File: config.mk
export PLATFORM = sky130hd
export DESIGN_NAME = gxp_expander
export DESIGN_NICKNAME = d
export VERILOG_FILES = /design/src/common/gxp_pkg.sv /design/src/verilog/gxp_glitch_filter.sv /design/src/verilog/gxp_expander.sv
export VERILOG_INCLUDE_DIRS = /design/src /design/src/common
export SDC_FILE = /design/constraint.sdc
export NUM_CORES = 1
export LEC_CHECK = 0
export ABC_CLOCK_PERIOD_IN_PS = 8400
export BUFFER_PORTS_ARGS = -buffer_cell sky130_fd_sc_hd__clkbuf_2
export CAP_MARGIN = 20
export CORE_ASPECT_RATIO = 1.75
export CORE_MARGIN = 2
export CORE_UTILIZATION = 45
export CTS_BUF_LIST = sky130_fd_sc_hd__clkbuf_16
export DETAILED_ROUTE_END_ITERATION = 8
export PLACE_DENSITY_LB_ADDON = 0.3
export SYNTH_ARGS = -nofsm -noshare
export SYNTH_HDL_FRONTEND = slang
export SYNTH_SLANG_ARGS = --single-unit
export TNS_END_PERCENT = 1
File: constraint.sdc
create_clock -name i_clk_sys -period 8.4 [get_ports i_clk_sys]
set_input_delay 1.68 -clock i_clk_sys [delete_from_list [all_inputs] [get_ports i_clk_sys]]
set_output_delay 1.68 -clock i_clk_sys [all_outputs]
set_load 0.005 [all_outputs]
File: src/common/gxp_map.svh
// constants of the 16-bit i2c gpio expander: timing, codes, reset values
`ifndef GXP_MAP_SVH
`define GXP_MAP_SVH

`define GXP_CLK_NS      4
`define GXP_GLITCH_NS   8
`define GXP_FILT_CYC    ((`GXP_GLITCH_NS + `GXP_CLK_NS - 1) / `GXP_CLK_NS)
`define GXP_SCL_MAX_KHZ 1000
`define GXP_INIT_CYC    2'h3

// fixed top bit of the 7-bit slave address, value is arbitrary
`define GXP_ADDR_TOP    1'h0

// command byte bits [2:1] pick the bank, bit 0 the port
`define GXP_BANK_IN     2'h0
`define GXP_BANK_OUT    2'h1
`define GXP_BANK_POL    2'h2
`define GXP_BANK_DIR    2'h3

`define GXP_RST_IN      8'h00
`define GXP_RST_OUT     8'hFF
`define GXP_RST_POL     8'h00
`define GXP_RST_DIR     8'hFF

`endif

File: src/common/gxp_pkg.sv
// types of the 16-bit i2c gpio expander
package gxp_pkg;

  typedef enum logic [2:0] {
    st_idle  = 3'h0,
    st_addr  = 3'h1,
    st_cmd   = 3'h2,
    st_wdata = 3'h3,
    st_sack  = 3'h4,
    st_rdata = 3'h5,
    st_mack  = 3'h6
  } gxp_state_type;

endpackage

File: src/verilog/gxp_glitch_filter.sv
// two-flop synchroniser and spike filter for one bus line
`timescale 1ns/1ps
`default_nettype none
`include "gxp_map.svh"

module gxp_glitch_filter #(
  parameter int FILT_CYC = `GXP_FILT_CYC
) (
  input  wire logic i_clk_sys,
  input  wire logic i_rst,
  input  wire logic i_line,
  output logic      o_level
);

  logic [1:0] sync_reg;
  logic [3:0] cnt_reg;

  // lines idle high on an open-drain bus
  always_ff @(posedge i_clk_sys or posedge i_rst)
  begin
    if (i_rst)
      sync_reg <= 2'h3;
    else
      sync_reg <= {sync_reg[0], i_line};
  end

  // a change must hold for FILT_CYC cycles before it is taken
  always_ff @(posedge i_clk_sys or posedge i_rst)
  begin
    if (i_rst)
    begin
      cnt_reg <= 4'h0;
      o_level <= 1'h1;
    end
    else if (sync_reg[1] == o_level)
      cnt_reg <= 4'h0;
    else if (cnt_reg == 4'(FILT_CYC - 1))
    begin
      cnt_reg <= 4'h0;
      o_level <= sync_reg[1];
    end
    else
      cnt_reg <= cnt_reg + 4'h1;
  end
endmodule
`default_nettype wire

File: src/verilog/gxp_expander.sv
// 16-bit gpio expander behind an i2c slave with open-drain interrupt
`timescale 1ns/1ps
`default_nettype none
`include "gxp_map.svh"

module gxp_expander #(
  parameter int FILT_CYC = `GXP_FILT_CYC
) (
  input  wire logic        i_clk_sys,
  input  wire logic        i_rst,
  input  wire logic        i_scl,
  input  wire logic        i_sda,
  output logic             o_sda,
  output logic             o_sda_oe_n,
  input  wire logic [1:0]  i_addr_strap_0,
  input  wire logic [1:0]  i_addr_strap_1,
  input  wire logic [1:0]  i_addr_strap_2,
  input  wire logic [15:0] i_io_pin,
  output logic [15:0]      o_io_pin,
  output logic [15:0]      o_io_pin_oe_n,
  output logic             o_int_n,
  output logic             o_int_oe_n
);

  gxp_pkg::gxp_state_type state_reg;
  gxp_pkg::gxp_state_type ack_next_reg;
  logic [2:0]  cnt_reg;
  logic [7:0]  shreg_reg;
  logic [2:0]  ptr_reg;
  logic        sda_drv_reg;
  logic        macked_reg;
  logic [1:0]  init_cnt_reg;
  logic        init_done;
  logic [6:0]  my_addr_reg;
  logic [5:0]  strap_s1_reg;
  logic [5:0]  strap_s2_reg;
  logic [15:0] pin_s1_reg;
  logic [15:0] pin_s2_reg;
  logic [7:0]  out_reg [2];
  logic [7:0]  pol_reg [2];
  logic [7:0]  dir_reg [2];
  logic [7:0]  in_reg  [2];
  logic [7:0]  pin_b   [2];
  logic [1:0]  diff;
  logic        int_reg;
  logic        scl_f;
  logic        sda_f;
  logic        scl_q_reg;
  logic        sda_q_reg;
  logic        scl_rise;
  logic        scl_fall;
  logic        start_c;
  logic        stop_c;
  logic [7:0]  byte_in;
  logic        wr_stb;
  logic        rd_load;
  logic [7:0]  rd_data;

  // bus lines filtered before any protocol logic sees them
  gxp_glitch_filter #(.FILT_CYC(FILT_CYC)) u_scl_filt (
    .i_clk_sys (i_clk_sys),
    .i_rst     (i_rst),
    .i_line    (i_scl),
    .o_level   (scl_f)
  );
  gxp_glitch_filter #(.FILT_CYC(FILT_CYC)) u_sda_filt (
    .i_clk_sys (i_clk_sys),
    .i_rst     (i_rst),
    .i_line    (i_sda),
    .o_level   (sda_f)
  );

  // pins and straps come from outside; two flops before any use
  always_ff @(posedge i_clk_sys or posedge i_rst)
  begin
    if (i_rst)
    begin
      pin_s1_reg   <= 16'h0000;
      pin_s2_reg   <= 16'h0000;
      strap_s1_reg <= 6'h00;
      strap_s2_reg <= 6'h00;
    end
    else
    begin
      pin_s1_reg   <= i_io_pin;
      pin_s2_reg   <= pin_s1_reg;
      strap_s1_reg <= {i_addr_strap_2, i_addr_strap_1, i_addr_strap_0};
      strap_s2_reg <= strap_s1_reg;
    end
  end

  // short wake-up so synchronisers settle before straps and pins are caught
  always_ff @(posedge i_clk_sys or posedge i_rst)
  begin
    if (i_rst)
    begin
      init_cnt_reg <= 2'h0;
      my_addr_reg  <= 7'h00;
    end
    else if (!init_done)
    begin
      init_cnt_reg <= init_cnt_reg + 2'h1;
      if (init_cnt_reg == 2'h2)
        my_addr_reg <= {`GXP_ADDR_TOP, strap_s2_reg};
    end
  end
  assign init_done = (init_cnt_reg == `GXP_INIT_CYC);

  // bus conditions; start and stop only while scl is high
  always_ff @(posedge i_clk_sys or posedge i_rst)
  begin
    if (i_rst)
    begin
      scl_q_reg <= 1'h1;
      sda_q_reg <= 1'h1;
    end
    else
    begin
      scl_q_reg <= scl_f;
      sda_q_reg <= sda_f;
    end
  end
  assign scl_rise = scl_f & ~scl_q_reg;
  assign scl_fall = ~scl_f & scl_q_reg;
  assign start_c  = scl_f & scl_q_reg & sda_q_reg & ~sda_f;
  assign stop_c   = scl_f & scl_q_reg & ~sda_q_reg & sda_f;
  assign byte_in  = {shreg_reg[6:0], sda_f};

  // strobes shared by the protocol and the register file
  assign wr_stb  = init_done & scl_rise & (state_reg == gxp_pkg::st_wdata)
                   & (cnt_reg == 3'h7);
  assign rd_load = init_done & scl_fall & (cnt_reg == 3'h1)
                   & (((state_reg == gxp_pkg::st_sack)
                       & (ack_next_reg == gxp_pkg::st_rdata))
                      | ((state_reg == gxp_pkg::st_mack) & macked_reg));

  // per port pin bytes and change detect on pins that are inputs
  for (genvar p = 0; p < 2; p++)
  begin : g_port
    assign pin_b[p] = pin_s2_reg[8*p +: 8];
    assign diff[p]  = |((pin_b[p] ^ in_reg[p]) & dir_reg[p]);
  end

  // read value of the selected register; inputs return the live pins xor polarity
  always_comb
  begin
    case (ptr_reg[2:1])
      `GXP_BANK_IN:  rd_data = pin_b[ptr_reg[0]] ^ pol_reg[ptr_reg[0]];
      `GXP_BANK_OUT: rd_data = out_reg[ptr_reg[0]];
      `GXP_BANK_POL: rd_data = pol_reg[ptr_reg[0]];
      default:       rd_data = dir_reg[ptr_reg[0]];
    endcase
  end

  // i2c slave: sample on scl rise, change sda on scl fall
  always_ff @(posedge i_clk_sys or posedge i_rst)
  begin
    if (i_rst)
    begin
      state_reg    <= gxp_pkg::st_idle;
      ack_next_reg <= gxp_pkg::st_idle;
      cnt_reg      <= 3'h0;
      shreg_reg    <= 8'h00;
      ptr_reg      <= 3'h0;
      sda_drv_reg  <= 1'h0;
      macked_reg   <= 1'h0;
    end
    else if (!init_done || stop_c)
    begin
      state_reg   <= gxp_pkg::st_idle;
      sda_drv_reg <= 1'h0;
    end
    else if (start_c)
    begin
      state_reg   <= gxp_pkg::st_addr;
      cnt_reg     <= 3'h0;
      sda_drv_reg <= 1'h0;
    end
    else if (scl_rise)
    begin
      cnt_reg <= cnt_reg + 3'h1;
      case (state_reg)
        gxp_pkg::st_addr:
        begin
          shreg_reg <= byte_in;
          if (cnt_reg == 3'h7)
          begin
            if (byte_in[7:1] == my_addr_reg)
            begin
              state_reg    <= gxp_pkg::st_sack;
              ack_next_reg <= byte_in[0] ? gxp_pkg::st_rdata
                                         : gxp_pkg::st_cmd;
            end
            else
              state_reg <= gxp_pkg::st_idle;
          end
        end
        gxp_pkg::st_cmd:
        begin
          shreg_reg <= byte_in;
          if (cnt_reg == 3'h7)
          begin
            ptr_reg      <= byte_in[2:0];
            state_reg    <= gxp_pkg::st_sack;
            ack_next_reg <= gxp_pkg::st_wdata;
          end
        end
        gxp_pkg::st_wdata:
        begin
          shreg_reg <= byte_in;
          if (cnt_reg == 3'h7)
          begin
            ptr_reg      <= ptr_reg ^ 3'h1; // ports of a bank alternate
            state_reg    <= gxp_pkg::st_sack;
            ack_next_reg <= gxp_pkg::st_wdata;
          end
        end
        gxp_pkg::st_rdata:
          if (cnt_reg == 3'h7)
            state_reg <= gxp_pkg::st_mack;
        gxp_pkg::st_mack:
          macked_reg <= ~sda_f;
        default: ;
      endcase
    end
    else if (scl_fall)
    begin
      case (state_reg)
        gxp_pkg::st_sack:
          if (cnt_reg == 3'h0)
            sda_drv_reg <= 1'h1;
          else
          begin
            cnt_reg   <= 3'h0;
            state_reg <= ack_next_reg;
            if (rd_load)
            begin
              shreg_reg   <= rd_data;
              sda_drv_reg <= ~rd_data[7];
              ptr_reg     <= ptr_reg ^ 3'h1;
            end
            else
              sda_drv_reg <= 1'h0;
          end
        gxp_pkg::st_rdata:
        begin
          shreg_reg   <= {shreg_reg[6:0], 1'h0};
          sda_drv_reg <= ~shreg_reg[6];
        end
        gxp_pkg::st_mack:
          if (cnt_reg == 3'h0)
            sda_drv_reg <= 1'h0; // release for the master's ack bit
          else if (rd_load)
          begin
            cnt_reg     <= 3'h0;
            state_reg   <= gxp_pkg::st_rdata;
            shreg_reg   <= rd_data;
            sda_drv_reg <= ~rd_data[7];
            ptr_reg     <= ptr_reg ^ 3'h1;
          end
          else
            state_reg <= gxp_pkg::st_idle; // nack ends the read
        default: ;
      endcase
    end
  end

  // register file; input snapshot taken when the master reads it
  always_ff @(posedge i_clk_sys or posedge i_rst)
  begin
    if (i_rst)
    begin
      for (int i = 0; i < 2; i++)
      begin
        out_reg[i] <= `GXP_RST_OUT;
        pol_reg[i] <= `GXP_RST_POL;
        dir_reg[i] <= `GXP_RST_DIR;
        in_reg[i]  <= `GXP_RST_IN;
      end
    end
    else if (init_cnt_reg == 2'h2)
    begin
      in_reg[0] <= pin_b[0]; // avoids a false change right after reset
      in_reg[1] <= pin_b[1];
    end
    else if (wr_stb)
    begin
      case (ptr_reg[2:1])
        `GXP_BANK_OUT: out_reg[ptr_reg[0]] <= byte_in;
        `GXP_BANK_POL: pol_reg[ptr_reg[0]] <= byte_in;
        `GXP_BANK_DIR: dir_reg[ptr_reg[0]] <= byte_in;
        default: ; // input registers are read only
      endcase
    end
    else if (rd_load && ptr_reg[2:1] == `GXP_BANK_IN)
      in_reg[ptr_reg[0]] <= pin_b[ptr_reg[0]];
  end

  // interrupt registered so the pin never glitches on comparator skew
  always_ff @(posedge i_clk_sys or posedge i_rst)
  begin
    if (i_rst)
      int_reg <= 1'h0;
    else
      int_reg <= init_done & (|diff);
  end

  assign o_int_n       = 1'h0;
  assign o_int_oe_n    = ~int_reg;
  assign o_sda         = 1'h0;
  assign o_sda_oe_n    = ~sda_drv_reg;
  assign o_io_pin      = {out_reg[1], out_reg[0]};
  assign o_io_pin_oe_n = {dir_reg[1], dir_reg[0]};
endmodule
`default_nettype wire

[Word level (Yosys, flattened, before mapping)]
Index checks and enable logic that the tools add are counted.
Storage, ports and cells
  flip-flop bits (word level): 154
  latch bits: 0
  bits in writable memories: 0
  ROM bits: 0
  bits of input ports: 26
  output and inout port bits: 36
  word-level logic and storage cells: 228
  memories kept: 0
Cells by class
  $add $sub $neg: 4
  $mul: 0
  div/mod/pow operators: 0
  $lt $le $gt $ge: 2
  equality and inequality tests: 41
  shifts and indexed selects: 0
  mux-type cells: 74
  bitwise logic cells: 39
  reduce and logical (&&, ||, !) cells: 37
Operators with widths (count)
  8-bit two-way mux: 13
  3-bit two-way mux: 23
  16-bit bitwise mux: 4
  16-bit two-way mux: 3
  7-bit two-way mux: 5
  3-bit case mux with 2 select lines: 4
  8-bit case mux with 3 select lines: 1
  8-bit XOR: 3
  5-bit != test (second input constant): 4
  1-bit bitwise AND: 16
  8-bit bitwise AND: 2
  4-bit two-way mux: 4
  1-bit NOT: 16
  16-bit OR reduction: 1
  3-bit == test (second input constant): 5
  7-bit case mux with 2 select lines: 1
  7-bit AND reduction: 2
  1-bit two-way mux: 13
  4-bit != test (second input constant): 3
  6-bit AND reduction: 2
  2-bit nonzero test: 5
  5-bit nonzero test: 2
  3-bit by 1-bit != test with 1-bit output (second input constant): 3
  3-bit case mux with 3 select lines: 1
  other kinds (37): 61

[Depth between registers and ports, before layout]
  depth after elaboration: 14
  depth in mapped cells: 8
  mapped depth without buffers: 7

[Cells and area by module]
Synthesis repeated with hierarchy kept, for this count alone.
Second synthesis, totals
  cells, all modules: 541
  area, all modules: 7048.0 µm²
Modules (own cells, without submodules)
  gxp_expander: times used 1, cells an instance 497, area an instance 6481.2 µm²
  gxp_glitch_filter at u_scl_filt: times used 1, cells an instance 23, area an instance 291.5 µm²
  gxp_glitch_filter at u_sda_filt: times used 1, cells an instance 21, area an instance 275.3 µm²

[Worst setup path after synthesis]
Ideal clock, no wire load.
  path type: register to output
  start: register dir_reg, in the netlist o_io_pin_oe_n[14]
  end: output o_io_pin_oe_n[14]
  arrival: 0.526 ns
  setup slack: 6.194 ns
  cell stages (with the launch flop): 1
  buffers on the path: 0
  cells stage by stage: dfstp_2
RTL lines
  start: declaration: RTL line gxp_expander.sv:41  | logic [7:0] dir_reg [2];
  start signal: indexed assignment: RTL line gxp_expander.sv:277  | dir_reg[i] <= `GXP_RST_DIR;
  start signal: indexed assignment: RTL line gxp_expander.sv:291  | `GXP_BANK_DIR: dir_reg[ptr_reg[0]] <= byte_in;
  end: declaration: RTL line gxp_expander.sv:20  | output logic [15:0] o_io_pin_oe_n,
No word-level cell between the ends.

[Worst setup path in the final report]
  start: register dir_reg, in the netlist o_io_pin_oe_n[14]
  end: output o_io_pin_oe_n[14]
No word-level cell between the ends.

==> impl_results.md <==
* Diode count at 0
* Number of flops mapped to enable cells by yosys at 0
* DP Worst Slack at 5.042 ns
* Pwr/cell area at 256.6 nW/µm²
* Vias in the first global route at between 4000 and 5000
* TNS Setup at 0 ns
* Slowest-stage cell, CP: dfstp_2
* RSZ-0062 raised after global routing: no
* Largest net degree at the start of global routing at 85
* MaxCap Viol Count at 0
* Starting Density at between 40% and 50%
* Hold_ws at 0.3468 ns
* Core Box Area at about 15000 µm²
* Status: finished, final reports clean
* Die area at 16620 µm²
* CTS buffer count at 17
* Final worst slack at between 5 and 6 ns
* Critical path peak fanout at 4
* P_sw at 0.6658 mW
* Site row count at 60
* Power, Total at between 2 and 2.5 mW
* Commonest non-fill, non-tap cell in the layout: dfrtp_1
* Chip width at 98.30 µm
* Buf/Inv on CP at 1
* Synth async-reset ratio at 100.0%
* P_leak at 3.631 nW
* Post-synthesis area per instance at between 10 and 15 µm²
* Synth Cell Area at 7003 µm²
* Routed Antenna Nets at 0
* Arr. time, crit path at 1.14 ns
* DRC Markers at 0
* Sequential share of the synthesized area at approximately 56%
* DRT Wirelength at 15.29 mm
* Io pins at 62
* Post-Syn Instances at 549
* Crit end category: output pin
* Cell Chain, Critical Path: clkbuf_2
* DR vias at 4467
* Fin crit share at 33.55%
* # hold bufs at CTS at 0
* Routability Congestion at 0.8432
* Clk buf depth at 2
* Slew of the pin with the lowest slew margin at 0.9991 ns
* Setup bufs post-CTS at 0
* GRT overflow at 0
* First-pass GRT wire length at about 25 mm
* Clock period minus worst slack at 2.819 ns
* Layout cells sized above 1 at 37.64%
* IR drop worst, VDD at approximately 0.17 mV
* Crit path max-delay family: flip-flops
* Most frequent cells in the layout: dfrtp_1 (114), mux2_2 (86), clkbuf_2 (59)
* CTS Sinks at 154
* Drt first pass iters at 5
* # H-tree levels at 4
* Antenna violations before repair at 0
* Sequential share of power at approximately 45%
* Post-DP HPWL at 11.15 mm
* Net Sw Frac at 32.25%
* Vias/cell at 5.549
* Final hold viol count at 0
* Fillers at 1333
* Yosys reg bits at 154
* Layout area overhead at 14.88%
* Library cells used by synthesis at 58
* CTS resizes at 0
* All-layer global routing usage at 19.37%
* First DRT Iteration DRCs at 253
* Comb power frac at 19.2%
* Type of origin of the critical path: register
* Yosys warns at 0
* Slew headroom at 32.55%
* Die height at 169.0 µm
* Crit path largest cell delay at approximately 0.6 ns
* HP Class: reg2reg
* Final #Nets at 643
* CTS root buf: clkbuf_16
* Slew Limit Fails at 0
* Critical path class: reg2out
* Clock power frac at 36.2%
* CTS tree: yes
* Internal power at 1.399 mW
* Worst EP required at approximately 6.7 ns
* Final-report setup violation count at 0
* Routed len/inst at 19.00 µm
* PortBufs at 59
* Most used flip-flop cell after synthesis: dfrtp_1
* Worst skew pair latency at 0.43 ns
* Worst Skew at 0.02472 ns
* F_max at 354.8 MHz
* Worst-path clk slew at 0.06 ns
[worst paths after layout]
check	depth (start not counted)	startpoint	end	slack, ns
max reg2reg	6	u_scl_filt.o_level$_DFFE_PP1P_	o_io_pin_oe_n[0]$_DFFE_PP1P_	5.67
min	0	pin_s1_reg[0]$_DFF_PP0_	pin_s2_reg[0]$_DFF_PP0_	0.35
max in group asynchronous	4	i_rst	o_io_pin[1]$_DFFE_PP1P_	5.95
max	1	o_io_pin_oe_n[14]$_DFFE_PP1P_	o_io_pin_oe_n[14]	5.58
min reg2reg	0	pin_s1_reg[0]$_DFF_PP0_	pin_s2_reg[0]$_DFF_PP0_	0.35
min in group asynchronous	2	i_rst	strap_s1_reg[3]$_DFF_PP0_	1.34
[final cells by class]
| type | instances | area [µm²] | area share, % |
|---|---|---|---|
| Multi-Input combinational cell | 353 | 2922 | 36.31 |
| Tap cell | 186 | 232.7 | 2.893 |
| Clock inverter | 15 | 151.4 | 1.882 |
| Sequential cell | 154 | 3904 | 48.52 |
| Timing Repair Buffer | 62 | 337.8 | 4.199 |
| Inverter | 18 | 72.57 | 0.9020 |
| Clock buffer | 17 | 425.4 | 5.288 |
[cells in the mapped netlist (all sizes together) (3+ instances only)]
master / number / area, µm²
xor2: 29 / 254.0
mux4: 3 / 67.56
o21a: 3 / 22.52
mux2i: 11 / 110.1
a22o: 4 / 35.03
and3b: 3 / 26.28
nor2b: 14 / 87.58
o31ai: 3 / 22.52
nand4: 4 / 25.02
and3: 7 / 43.79
a211oi: 5 / 37.54
o21ai: 11 / 55.05
nand2b: 13 / 81.33
ha: 11 / 137.6
mux2: 86 / 968.4
nand3: 9 / 45.04
o211ai: 4 / 43.79
nor3: 4 / 20.02
a221oi: 6 / 52.55
nor2: 22 / 87.58
o22ai: 4 / 25.02
clkbuf: 16 / 60.06
buf: 9 / 53.80
a31oi: 4 / 40.04
a22oi: 8 / 60.06
dfrtp: 114 / 2853
dfstp: 40 / 1051
nand2: 25 / 93.84
nand3b: 8 / 60.06
inv: 18 / 67.56
nor3b: 3 / 22.52
xnor2: 15 / 131.4
a21oi: 12 / 71.32
[through the flow]
stage,utilization [%],cells,instance area (µm²)
2_1_floorplan,-,550,7007
3_3_place_gp,48.59,772,7441
3_5_place_dp,48.59,772,7441
4_1_cts,52.35,804,8018
5_1_grt,52.53,805,8045
6_report,52.53,805,8045
[metal layers]
| metal | up-vias | GRT usage (%) | wire length, µm |
|---|---|---|---|
| li1 | 2061 | - | - |
| met1 | 2280 | 21.31 | 5651 |
| met2 | 96 | 36.26 | 8743 |
| met3 | 30 | 3.014 | 386 |
| met4 | 0 | 8.457 | 512 |
| met5 | - | 0 | 0 |
[logic make-up after synthesis]
family,share of synthesized area [%]
xor+xnor,5.503
buf+inv,2.591
other cells,0.05355
flops,55.74
simple gates,9.487
mux,16.37
fa+ha+maj,1.965
compound gates,8.290
[power by group through the flow]
stage               clock network, mW  logic [mW]  registers, mW
floorplan                           0       0.359          0.853
global placement                    0       0.383          0.931
detailed placement                  0       0.393          0.935
CTS                             0.766       0.396          0.921
global route                    0.799       0.442          0.934
finish                          0.748       0.397          0.920
Power figures use the tool's default switching activity.
